### src/hw/wdtu_pkg.sv
// Package of constants and carrier types for the watchdog timer unit
package wdtu_pkg;
   // Core clock and oscillator tick
   localparam int unsigned CLK_HZ = 50_000_000;
   localparam int unsigned LFOSC_HZ = 31_000;
   localparam int unsigned TICK_NS = 1_000_000;
   localparam int unsigned CLK_NS = 20;
   localparam int unsigned TICK_CYC = TICK_NS / CLK_NS;
   localparam int unsigned LFOSC_DIV = CLK_HZ / LFOSC_HZ;
   // Mode field encodings
   localparam logic [1:0] MODE_OFF = 2'h0;
   localparam logic [1:0] MODE_SW = 2'h1;
   localparam logic [1:0] MODE_AWAKE = 2'h2;
   localparam logic [1:0] MODE_ON = 2'h3;
   // Prescale select: period is 2**sel ms, sel 0..18
   localparam int PS_W = 5;
   localparam logic [4:0] PS_MAX = 5'h12;
   localparam logic [4:0] PS_RESET = 5'h0b;
   localparam int CNT_W = 19;
   localparam int OSC_W = 11;

   // Control inputs from the core
   typedef struct packed {
      logic [1:0] watchdog_mode_cfg;
      logic sw_watchdog_enable;
      logic [4:0] timeout_prescale_sel;
   } wdtu_cfg_t;

   // Events from core, sleep and oscillator logic
   typedef struct packed {
      logic clear_watchdog_instr;
      logic sleep_enter;
      logic sleep_exit;
      logic osc_fail;
      logic osc_startup_timer_run;
      logic divider_change;
   } wdtu_evt_t;

   // Status record of the last cause
   typedef struct packed {
      logic timeout_flag;
      logic powerdown_flag;
   } wdtu_stat_t;
endpackage

### src/hw/wdtu_top.sv
// Watchdog timer unit: mode gating, clearing, time-out and cause flags
`timescale 1ns/1ps
`default_nettype none
module wdtu_top
   import wdtu_pkg::*;
(
   // Clock and reset
   input wire logic clk_in,
   input wire logic arst_n_in,
   // Configuration and control
   input wire wdtu_cfg_t cfg_in,
   input wire logic prescale_wr_in,
   input wire logic sleeping_in,
   input wire wdtu_evt_t evt_in,
   // Status and actions
   output wdtu_stat_t stat_out,
   output logic [PS_W-1:0] prescale_sel_out,
   output logic active_out,
   output logic wdt_reset_out,
   output logic wake_out,
   output logic [CNT_W-1:0] count_out
);
   typedef enum logic [1:0] {ST_RUN, ST_SLEEP, ST_OST} wdtu_state_t;

   wdtu_state_t state_r;
   logic [PS_W-1:0] ps_r;
   logic [CNT_W-1:0] cnt_r;
   logic tick;
   logic enabled;
   logic clear;
   logic expire;

   // Mode table decode
   function automatic logic mode_active(input logic [1:0] mode,
                                        input logic sw_en,
                                        input logic asleep);
      case (mode)
         MODE_ON: mode_active = 1'b1;
         MODE_AWAKE: mode_active = !asleep;
         MODE_SW: mode_active = sw_en;
         default: mode_active = 1'b0;
      endcase
   endfunction

   // Period in ticks minus one
   function automatic logic [CNT_W-1:0] limit(input logic [PS_W-1:0] sel);
      logic [PS_W-1:0] s;
      s = (sel > PS_MAX) ? PS_MAX : sel;
      limit = (CNT_W'(1) << s) - CNT_W'(1);
   endfunction

   wdtu_lfosc u_lfosc (
      .clk_in(clk_in),
      .arst_n_in(arst_n_in),
      .osc_clk_out(),
      .tick_out(tick)
   );

   // Core sleep level counts as asleep before the state machine catches up
   assign enabled = mode_active(cfg_in.watchdog_mode_cfg,
      cfg_in.sw_watchdog_enable,
      sleeping_in || state_r == ST_SLEEP);
   // Divider change is deliberately absent here
   assign clear = evt_in.clear_watchdog_instr || evt_in.sleep_enter ||
      evt_in.sleep_exit || evt_in.osc_fail || !enabled ||
      evt_in.osc_startup_timer_run || state_r == ST_OST;
   assign expire = tick && enabled && !clear &&
      cnt_r == limit(ps_r);

   // Prescale select register
   always_ff @(posedge clk_in or negedge arst_n_in) begin
      if (!arst_n_in) begin
         ps_r <= PS_RESET;
      end else if (wdt_reset_out) begin
         ps_r <= PS_RESET;
      end else if (prescale_wr_in) begin
         ps_r <= cfg_in.timeout_prescale_sel;
      end
   end

   // Sleep tracking
   always_ff @(posedge clk_in or negedge arst_n_in) begin
      if (!arst_n_in) begin
         state_r <= ST_RUN;
      end else begin
         case (state_r)
            ST_RUN: begin
               if (evt_in.sleep_enter && sleeping_in) begin
                  state_r <= ST_SLEEP;
               end
            end
            ST_SLEEP: begin
               if (evt_in.sleep_exit || expire) begin
                  state_r <= evt_in.osc_startup_timer_run ?
                     ST_OST : ST_RUN;
               end
            end
            ST_OST: begin
               if (!evt_in.osc_startup_timer_run) begin
                  state_r <= ST_RUN;
               end
            end
            default: state_r <= ST_RUN;
         endcase
      end
   end

   // Watchdog count
   always_ff @(posedge clk_in or negedge arst_n_in) begin
      if (!arst_n_in) begin
         cnt_r <= '0;
      end else if (clear || expire || wdt_reset_out) begin
         cnt_r <= '0;
      end else if (tick) begin
         cnt_r <= cnt_r + 1'b1;
      end
   end

   // Time-out actions
   always_ff @(posedge clk_in or negedge arst_n_in) begin
      if (!arst_n_in) begin
         wdt_reset_out <= 1'b0;
         wake_out <= 1'b0;
      end else begin
         wdt_reset_out <= expire && state_r == ST_RUN;
         wake_out <= expire && state_r == ST_SLEEP;
      end
   end

   // Cause flags, set to 1 at power-on
   always_ff @(posedge clk_in or negedge arst_n_in) begin
      if (!arst_n_in) begin
         stat_out <= '{timeout_flag: 1'b1, powerdown_flag: 1'b1};
      end else if (expire && state_r == ST_SLEEP) begin
         stat_out <= '{timeout_flag: 1'b0, powerdown_flag: 1'b0};
      end else if (expire) begin
         stat_out.timeout_flag <= 1'b0;
      end else if (evt_in.clear_watchdog_instr) begin
         stat_out <= '{timeout_flag: 1'b1, powerdown_flag: 1'b1};
      end else if (evt_in.sleep_enter) begin
         stat_out <= '{timeout_flag: 1'b1, powerdown_flag: 1'b0};
      end
   end

   // Mirrors of internal state
   always_ff @(posedge clk_in or negedge arst_n_in) begin
      if (!arst_n_in) begin
         prescale_sel_out <= PS_RESET;
         active_out <= 1'b0;
         count_out <= '0;
      end else begin
         prescale_sel_out <= ps_r;
         active_out <= enabled && state_r != ST_OST;
         count_out <= cnt_r;
      end
   end
endmodule // wdtu_top
`default_nettype wire

### src/hw/wdtu_lfosc.sv
// Free-running low-frequency oscillator model and 1 ms tick source
`timescale 1ns/1ps
`default_nettype none
module wdtu_lfosc
   import wdtu_pkg::*;
(
   // Clock and reset
   input wire logic clk_in,
   input wire logic arst_n_in,
   // Tick outputs
   output logic osc_clk_out,
   output logic tick_out
);
   logic [OSC_W-1:0] osc_cnt_r;
   logic [15:0] tick_cnt_r;

   // Independent of core divider settings
   always_ff @(posedge clk_in or negedge arst_n_in) begin
      if (!arst_n_in) begin
         osc_cnt_r <= '0;
         osc_clk_out <= 1'b0;
      end else if (osc_cnt_r == OSC_W'(LFOSC_DIV / 2 - 1)) begin
         osc_cnt_r <= '0;
         osc_clk_out <= ~osc_clk_out;
      end else begin
         osc_cnt_r <= osc_cnt_r + 1'b1;
      end
   end

   always_ff @(posedge clk_in or negedge arst_n_in) begin
      if (!arst_n_in) begin
         tick_cnt_r <= '0;
         tick_out <= 1'b0;
      end else if (tick_cnt_r == 16'(TICK_CYC - 1)) begin
         tick_cnt_r <= '0;
         tick_out <= 1'b1;
      end else begin
         tick_cnt_r <= tick_cnt_r + 1'b1;
         tick_out <= 1'b0;
      end
   end
endmodule // wdtu_lfosc
`default_nettype wire

### config.mk
export PLATFORM = sky130hd
export DESIGN_NAME = wdtu_top
export DESIGN_NICKNAME = d
export VERILOG_FILES = /design/src/hw/wdtu_pkg.sv /design/src/hw/wdtu_top.sv /design/src/hw/wdtu_lfosc.sv
export SDC_FILE = /design/constraint.sdc
export NUM_CORES = 1
export LEC_CHECK = 0
export BUFFER_PORTS_ARGS = -buffer_cell sky130_fd_sc_hd__buf_2
export CORE_ASPECT_RATIO = 0.75
export CORE_UTILIZATION = 50
export CTS_CLUSTER_DIAMETER = 150
export CTS_CLUSTER_SIZE = 8
export DETAILED_ROUTE_END_ITERATION = 8
export PLACE_DENSITY = 0.78
export SKIP_CTS_REPAIR_TIMING = 1
export SLEW_MARGIN = 0
export SYNTH_ARGS = -nofsm -noshare
export SYNTH_HDL_FRONTEND = slang
export SYNTH_SLANG_ARGS = --single-unit
### constraint.sdc
create_clock -name clk_in -period 6.7 [get_ports clk_in]
set_input_delay 0.335 -clock clk_in [delete_from_list [all_inputs] [get_ports clk_in]]
set_output_delay 0.335 -clock clk_in [all_outputs]
set_load 0.02 [all_outputs]
# == Word-level counts from Yosys, hierarchy flattened ==
# Index checks and enable logic that the tools add are counted.
# classes
n_bitwise,0
shifts,1
n_reduce_logical,27
n_mul,0
mux,18
magnitude_cmp,1
n_eq_ne,12
addsub,3
n_div,0
# op_table
op,count
19-bit two-way mux,2
"19-bit by 1-bit adder with 19-bit output, second input constant",1
19-bit == test,1
"1-bit by 5-bit << shifter with 19-bit output, first input constant",1
"19-bit by 2-bit subtractor with 19-bit output, second input constant",1
"16-bit by 1-bit adder with 16-bit output, second input constant",1
"16-bit == test, second input constant",1
16-bit two-way mux,1
5-bit two-way mux,3
2-bit two-way mux,7
1-bit logical OR,10
1-bit logical AND,7
"2-bit == test, second input constant",3
"2-bit inequality test, second input constant",3
2-bit one-hot mux with 3 select lines,1
"5-bit greater-than comparator, second input constant",1
"2-bit by 1-bit == test with 1-bit output, second input constant",2
"2-bit by 1-bit inequality test with 1-bit output, second input constant",2
2-bit nonzero test,2
4-bit nonzero test,1
1-bit zero test,3
1-bit two-way mux,3
1-bit one-hot mux with 3 select lines,1
3-bit AND reduction,1
other kinds (3),3
# word_totals
ff_bits,72
romBits,0
input_bits,18
ramBits,0
word_cells,74
n_memories,0
latchBits,0

# == Logic depth before layout (Yosys ltp) ==
# Gate-level depths: netlist of the first run.
# logic_depth
depth_word,14
depth_mapped,15

# == Hierarchy ==
# From an unflattened synthesis of the first run, not the netlist that was laid out.
# unflattened
hier_cells,403
hier_area_um2,4200.3
# modules_own_cells
mod,n_inst,seq_area_each_um2,area_per_inst_um2,cells_per_inst
wdtu_top,1,1386.3,2880.3,284
wdtu_lfosc,1,725.7,1320.0,119

# == Least setup slack after synthesis of the first run ==
# Ideal clock, no wire load.
# synth_timing
path_kind,reg-to-reg
startpoint,register ps_r[3]
endpoint,register cnt_r[11]
path_stages_with_launch,16
setup_time_ns,0.119
n_path_buf,5
setup_slack_ns,3.684
arrival_time_ns,2.897
cell_sequence,dfstp_2 buf_6 or2_2 clkbuf_1 or3_1 ha_1 buf_2 inv_1 a211oi_1 o21ba_2 a2111oi_0 o2111a_1 a211o_1 buf_6 buf_6 nor2_1
# synth_between
elab_chain_len,9
word_cells_on_any_way,10
# synth_rtl
element,line_no,text
from (decl),wdtu_top.sv:26,logic [PS_W-1:0] ps_r;
from (signal assigned),wdtu_top.sv:77,ps_r <= cfg_in.timeout_prescale_sel;
5-bit greater-than comparator,wdtu_top.sv:48,s = (sel > PS_MAX) ? PS_MAX : sel;
5-bit two-way mux *,wdtu_top.sv:48,
1-bit by 5-bit << shifter with 19-bit output *,wdtu_top.sv:49,limit = (CNT_W'(1) << s) - CNT_W'(1);
19-bit by 2-bit subtractor with 19-bit output *,wdtu_top.sv:49,
19-bit == test *,wdtu_top.sv:68,cnt_r == limit(ps_r);
1-bit logical AND *,wdtu_top.sv:67,assign expire = tick && enabled && !clear &&
1-bit logical OR * (2 in a row),wdtu_top.sv:112,end else if (clear || expire || wdt_reset_out) begin
19-bit two-way mux / 2-bit nonzero test (equally long branches),n/a,
to (signal assigned),wdtu_top.sv:115,cnt_r <= cnt_r + 1'b1;
to (decl),wdtu_top.sv:27,logic [CNT_W-1:0] cnt_r;
# Mark *: on every way between the ends. The rest lies on a longest branch, timed or not.
# A chain may end at the register's enable or synchronous reset.

# == Worst setup path in the final report of the first run ==
# layout_timing
startpoint,register ps_r[2]
endpoint,register cnt_r[15]
# The elaborated chain is that of the path after synthesis.

==> qor.yml, run 1 <==
routing:
  wl_per_cell_um: 14.7
  detailroute.via_count: 2747
  drt_pre_antenna_iters: 4
  drc: 0
  routed_via_density: 5.56
  initialDrtViolationCount: 258
  finalWirelength_um: 7250
  drtAntennaViolNets: 0
sta:
  final_slew_viol_count: 0
  fin_crit_ns: 3.94
  finalCritPeriodShare: 0.589
  rsz_0062_raised_after_global_routing: "no"
  setup_violations: 0
  final_hold_viol_count: 0
  max_slew.worst_pin.slew_ns: 1.04
  max_freq_ghz: 0.254
  maxSlewHeadroom: 0.302
  fin_setup_tns_ns: 0
  fin_skew_ns: 0.0229
global_route:
  first_global_vias: 2442
  grt_overflow_total: 0
  grt_usage: 0.204
  antenna_found_initial: 0
  grt_first_pass_wirelength_um: 11800
  grt_max_degree: 73
floorplanning:
  row_count: 26
  die_width_um: 100
  core_area_sq_um: 6900
  die_outline_area_sq_um: 7580
  die_y_extent_um: 75.6
  initial_utilization: 0.524
  design.portCount: 47
logic_synthesis:
  synth_seq_cells: 72
  synth_area_in_compound_gates: 0.112
  synth_top_family_by_area: "simple AND/OR/NAND/NOR gates"
  synth_sequential_area_ratio: 0.501
  syn_nets: 380
  synth.mux.area_fraction: 0.0294
  postSynth.asyncResetShare: 1.00
  netlist_instances: 359
  yosys_warnings: 0
  ys.flop_type: "sky130_fd_sc_hd__dfrtp_1"
  post_synth_fa_ha_maj_area_fraction: 0.0104
  syn_area_sq_um: 3620
  synth-edff-count: 0
  synthSimpleGateAreaFrac: 0.199
  synthXorXnorAreaFrac: 0.104
  synthesis.area_per_instance_sq_um: 10.1
  synth_cell_types: 57
clocking:
  clkSlewWorstSetupHoldPaths_ns: 0.07
  cts_sinks: 72
  insertion_delay_ns: 0.36
  cts_inserted_buffers: 9
  clockBufferDepth: 2
  cts_tree: "built"
  cts_htree_levels: 3
  cts_root_buffer: "sky130_fd_sc_hd__clkbuf_8"
setup_path:
  worstSetupStartpointType: "register"
  worst_ep_required_time_ns: 6.90
  launching_point_of_the_worst_reg2reg_path: "ps_r[2]$_DFFE_PN0P_"
  worstSetupPathType: "register to register"
  path_max_fanout: 22
  ff_to_ff_path_depth: 10
  worst_ep_arrival_time_ns: 4.14
  endpoint_kind: "register"
  critical_register_to_register_path_endpoint: "cnt_r[15]$_DFFE_PN0P_"
  r2r_setup_slack_ns: 2.76
layout:
  post_route_cells_drive_above_1_share: 0.215
  fillers: 599
  synthToLayoutAreaGrowth_pct: 11.1
  finish.utilization: 0.583
  seq_area_sq_um: 1810
  mostFrequentLayoutCell: "sky130_fd_sc_hd__dfrtp_1"
  count_of_nets_after_finishing: 412
  antennaDiodeCount: 0
  layout.cells.most_common_list: "sky130_fd_sc_hd__dfrtp_1 (64), sky130_fd_sc_hd__nor2_1 (54), sky130_fd_sc_hd__buf_2 (45), sky130_fd_sc_hd__xor2_1 (26), sky130_fd_sc_hd__xnor2_1 (17)"
  multi_input_area_sq_um: 1650
place:
  gp_routability_congestion: 0.963
  hpwl_um: 4810
  placement.io_buffers: 45
run_status:
  status: "finished clean"
power:
  standby_leakage_power_nw: 1.81
  power_density_nw_per_um2: 213
  ir_worst_vdd_v: 0.000126
job:
  maxCapViolations: 0
worst_hold_path:
  hold_class: "input port to asynchronous set/reset pin"
-- how the worst max path moves through the flow --
stage | startpoint | to | slack, ns | cells after the start
floorplan | ps_r[3]$_DFFE_PN1P_ | cnt_r[11]$_DFFE_PN0P_ | 3.68 | 15
global placement | ps_r[2]$_DFFE_PN0P_ | cnt_r[17]$_DFFE_PN0P_ | 2.77 | 10
detailed placement | ps_r[2]$_DFFE_PN0P_ | cnt_r[15]$_DFFE_PN0P_ | 2.82 | 10
CTS | ps_r[2]$_DFFE_PN0P_ | cnt_r[15]$_DFFE_PN0P_ | 2.82 | 10
global route | ps_r[2]$_DFFE_PN0P_ | cnt_r[18]$_DFFE_PN0P_ | 2.54 | 10
finish | ps_r[2]$_DFFE_PN0P_ | cnt_r[15]$_DFFE_PN0P_ | 2.76 | 10
-- cell type report --
| type | count | share of cell area |
|---|---|---|
| flip-flops and latches | 72 | 0.451 |
| multi-input cells | 255 | 0.410 |
| repair buffers | 47 | 0.0598 |
| clock inverters | 5 | 0.00841 |
| clock buffers | 11 | 0.0352 |
| inverters | 6 | 0.00561 |
| well taps | 98 | 0.0305 |
-- metal layers --
layer,up-vias,GRT usage,part of all wire
li1,1313,-,-
met1,1332,0.287,0.48
met2,93,0.301,0.45
met3,9,0.0596,0.060
met4,0,0.0805,0.010
met5,-,0,0
-- cells by family (layout without fill, tap and decap cells) --
kind of cell               Yosys count  count (layout)
DFF                                 72              72
AOI/OAI and AO/OA                   58              58
muxes                                9               9
xor gates and xnor gates            43              43
buffers and inverters               32              69
and+or+nand+nor                    142             142
adders and majority gates            3               3
-- power breakdown --
group	internal, W	switching [W]
Clock	0.000144	0.000160
Combinational	0.0000385	0.0000518
Sequential	0.000445	0.0000176
-- state kept, by name (all words and copies together) (netlist names) --
signal	count
cnt_r	19
count_out	19
u_lfosc.tick_cnt_r	16
prescale_sel_out	5
ps_r	5
stat_out	2
state_r	2
active_out	1
u_lfosc.tick_out	1
wake_out	1
wdt_reset_out	1
-- worst max-delay path: stages, from the launching register on --
cell and delay [ns]:
sky130_fd_sc_hd__dfrtp_1 0.64, sky130_fd_sc_hd__or2_2 0.45, sky130_fd_sc_hd__or3_1 0.36, sky130_fd_sc_hd__ha_1 0.44
sky130_fd_sc_hd__inv_1 0.19, sky130_fd_sc_hd__a211oi_1 0.08, sky130_fd_sc_hd__o21ba_2 0.24, sky130_fd_sc_hd__a2111oi_0 0.42
sky130_fd_sc_hd__o2111a_1 0.30, sky130_fd_sc_hd__a211o_1 0.54, sky130_fd_sc_hd__nor2_1 0.12
-- stage by stage --
stage	area [sq um]	setup slack (ns)	total power [W]	cells	hold slack (ns)
after global placement	3840	2.77	0.000559	478	0.441
final	4020	2.76	0.000857	494	0.164
after CTS	4020	2.82	0.000866	494	0.171
after floorplan	3620	3.68	0.000533	359	0.0394
after detailed placement	3840	2.82	0.000560	478	0.453
after global routing	4020	2.54	0.000896	494	0.181
-- cells in the mapped netlist, types with 2 or more instances --
cell type	number	area, sq um
sky130_fd_sc_hd__dfrtp_1	64	1600
sky130_fd_sc_hd__nor2_1	54	203
sky130_fd_sc_hd__xor2_1	26	228
sky130_fd_sc_hd__xnor2_1	17	149
sky130_fd_sc_hd__nand2_1	15	56.3
sky130_fd_sc_hd__nand3_1	14	70.1
sky130_fd_sc_hd__clkbuf_1	13	48.8
sky130_fd_sc_hd__o21ai_0	12	60.1
sky130_fd_sc_hd__nand4_1	11	68.8
sky130_fd_sc_hd__nor2b_1	9	56.3
sky130_fd_sc_hd__a21oi_1	8	40.0
sky130_fd_sc_hd__dfstp_2	8	210
sky130_fd_sc_hd__nor3_1	8	40.0
sky130_fd_sc_hd__buf_2	7	35.0
sky130_fd_sc_hd__a31oi_1	6	37.5
sky130_fd_sc_hd__and3_1	6	37.5
sky130_fd_sc_hd__inv_1	6	22.5
sky130_fd_sc_hd__a211o_1	5	43.8
sky130_fd_sc_hd__mux2i_1	5	50.1
sky130_fd_sc_hd__nand2b_1	5	31.3
sky130_fd_sc_hd__a211oi_1	3	22.5
sky130_fd_sc_hd__buf_6	3	33.8
sky130_fd_sc_hd__ha_1	3	37.5
sky130_fd_sc_hd__mux2_2	3	33.8
sky130_fd_sc_hd__o22ai_1	3	18.8
sky130_fd_sc_hd__o31ai_1	3	22.5
sky130_fd_sc_hd__or2_2	3	18.8
sky130_fd_sc_hd__or3_1	3	18.8
sky130_fd_sc_hd__a21o_1	2	15.0
sky130_fd_sc_hd__a32oi_1	2	17.5
sky130_fd_sc_hd__buf_4	2	15.0
sky130_fd_sc_hd__nand3b_1	2	15.0
sky130_fd_sc_hd__nor4_1	2	12.5
sky130_fd_sc_hd__o211ai_1	2	15.0
sky130_fd_sc_hd__o31a_1	2	17.5
(Power assumes the default switching activity.)
==> run 2, diff against run 1 <==
- clock period: 6.7 -> 3.95 ns (I/O delays scaled with it)
==> run 2 against run 1 <==
  * Global-route usage grew 0.68 points
  * Clock skew decreased by 0.015 ns
  * Non-clock buffer count rose by 3
  * Power is 76% higher
  * Maximum frequency rose by 16%
==> qor.yml, run 2 (synthesis results as in run 1) <==
routing:
  initialDrtViolationCount: 157
  route.top_layer_used: "met4"
  drt_pre_antenna_iters: 4
  detailroute.via_count: 2711
  wl_met3_um: 473
  wl_per_cell_um: 14.6
  wl_met2_um: 3220
  routed_via_density: 5.45
  drc: 0
  detail_route.wirelength.met1_um: 3530
  finalWirelength_um: 7270
  drtAntennaViolNets: 0
layout:
  post_route_cells_drive_above_1_share: 0.221
  mostFrequentLayoutCell: "sky130_fd_sc_hd__dfrtp_1"
  layout.cells.most_common_list: "sky130_fd_sc_hd__dfrtp_1 (64), sky130_fd_sc_hd__nor2_1 (54), sky130_fd_sc_hd__buf_2 (45), sky130_fd_sc_hd__xor2_1 (26), sky130_fd_sc_hd__xnor2_1 (17)"
  antennaDiodeCount: 0
  top_regs: "cnt_r x19, count_out x19, u_lfosc.tick_cnt_r x16"
  count_of_nets_after_finishing: 415
  synthToLayoutAreaGrowth_pct: 12.3
setup_path:
  critical_register_to_register_path_endpoint: "cnt_r[13]$_DFFE_PN0P_"
  timing.critical_path.cells: "or2_2 -> or3_1 -> ha_1 -> nor2b_1 -> mux2i_1 -> xnor2_1 -> nor4_1 -> o2111a_1 -> a211o_1 -> buf_4 -> nor2_1"
  worstSetupStartpointType: "register"
  crit_family: "simple AND/OR/NAND/NOR gates"
  ff_to_ff_path_depth: 11
  endpoint_kind: "register"
  critical_path.max_stage_delay_ns: 0.50
  critical_path.n_buffers_inverters: 1
  cpMaxStageDelayCell: "sky130_fd_sc_hd__dfstp_2"
  r2r_setup_slack_ns: 0.56
  worst_ep_arrival_time_ns: 3.62
  worstSetupPathType: "register to register"
  path_max_fanout: 23
  worst_ep_required_time_ns: 4.18
  launching_point_of_the_worst_reg2reg_path: "ps_r[1]$_DFFE_PN1P_"
place:
  placement.io_buffers: 45
  hpwl_um: 4900
  gp_routability_congestion: 0.881
floorplanning:
  die_outline_area_sq_um: 7580
  die_width_um: 100
  design.portCount: 47
  core_area_sq_um: 6900
  initial_utilization: 0.524
  die_y_extent_um: 75.6
  row_count: 26
global_route:
  first_global_vias: 2471
  grt_first_pass_wirelength_um: 12100
  antenna_found_initial: 0
  grt_max_degree: 73
  grt_usage: 0.211
  grt_overflow_total: 0
sta:
  rsz_0062_raised_after_global_routing: "no"
  fin_crit_ns: 3.39
  setup_violations: 0
  fin_setup_tns_ns: 0
  final_hold_viol_count: 0
  final_slew_viol_count: 0
  finalCritPeriodShare: 0.859
  final.hold.worst_slack_ns: 0.0493
  maxSlewHeadroom: 0.310
  max_freq_ghz: 0.295
  fin_skew_ns: 0.00777
  max_slew.worst_pin.slew_ns: 1.03
clocking:
  cts_inserted_buffers: 9
  cts_root_buffer: "sky130_fd_sc_hd__clkbuf_8"
  clkSlewWorstSetupHoldPaths_ns: 0.07
  cts_tree: "built"
  clockBufferDepth: 2
  insertion_delay_ns: 0.35
  cts_sinks: 72
  cts_htree_levels: 3
worst_hold_path:
  hold_class: "input port to asynchronous set/reset pin"
power:
  standby_leakage_power_nw: 1.84
  ir_worst_vdd_v: 0.000180
  power_density_nw_per_um2: 372
run_status:
  status: "finished clean"
job:
  maxCapViolations: 0
==> run 2: cell types whose count changed in the layout (fill, tap and decap cells not counted), sizes merged <==
cell and change:
buf +3, bufinv +1, clkbuf -1, clkinvlp -1
inv +1
==> run 2: per-stage QoR <==
step                worst slack [ns]  utilization  total power [W]  instance area, sq um  std cells
finish                         0.557        0.589          0.00151                  4060        497
global route                   0.419        0.589          0.00158                  4060        497
CTS                            0.609        0.589          0.00153                  4060        497
detailed placement             0.631        0.560         0.000955                  3860        481
global placement               0.723        0.560         0.000950                  3860        481
floorplan                      0.934            -         0.000905                  3620        359
==> run 2: how the worst max path moves through the flow <==
stage	startpoint	endpoint	depth (start not counted)
after floorplan	ps_r[3]$_DFFE_PN1P_	cnt_r[11]$_DFFE_PN0P_	15
after global placement	ps_r[1]$_DFFE_PN1P_	cnt_r[17]$_DFFE_PN0P_	11
after detailed placement	ps_r[1]$_DFFE_PN1P_	cnt_r[0]$_DFFE_PN0P_	11
after CTS	ps_r[1]$_DFFE_PN1P_	cnt_r[13]$_DFFE_PN0P_	11
after global routing	ps_r[1]$_DFFE_PN1P_	cnt_r[11]$_DFFE_PN0P_	11
final	ps_r[1]$_DFFE_PN1P_	cnt_r[13]$_DFFE_PN0P_	11
==> run 2: cell type report <==
class                           instances  area, sq um
Fill cell                             613         2840
Sequential cell                        72         1810
Multi-Input combinational cell        255         1650
Timing Repair Buffer                   50          263
Clock buffer                           10          128
Tap cell                               98          123
Clock inverter                          6         68.8
Inverter                                6         22.5
==> run 2: report_power, final <==
part / internal (W) / total [W] / switching (W)
logic: 0.0000677 / 0.000164 / 0.0000967
clock network: 0.000295 / 0.000569 / 0.000274
registers: 0.000755 / 0.000778 / 0.0000224
==> run 2: per-layer routing <==
metal | up-vias | GRT usage
met5 | - | 0
met4 | 0 | 0.0950
met3 | 4 | 0.0532
met2 | 78 | 0.307
met1 | 1308 | 0.302
li1 | 1321 | -
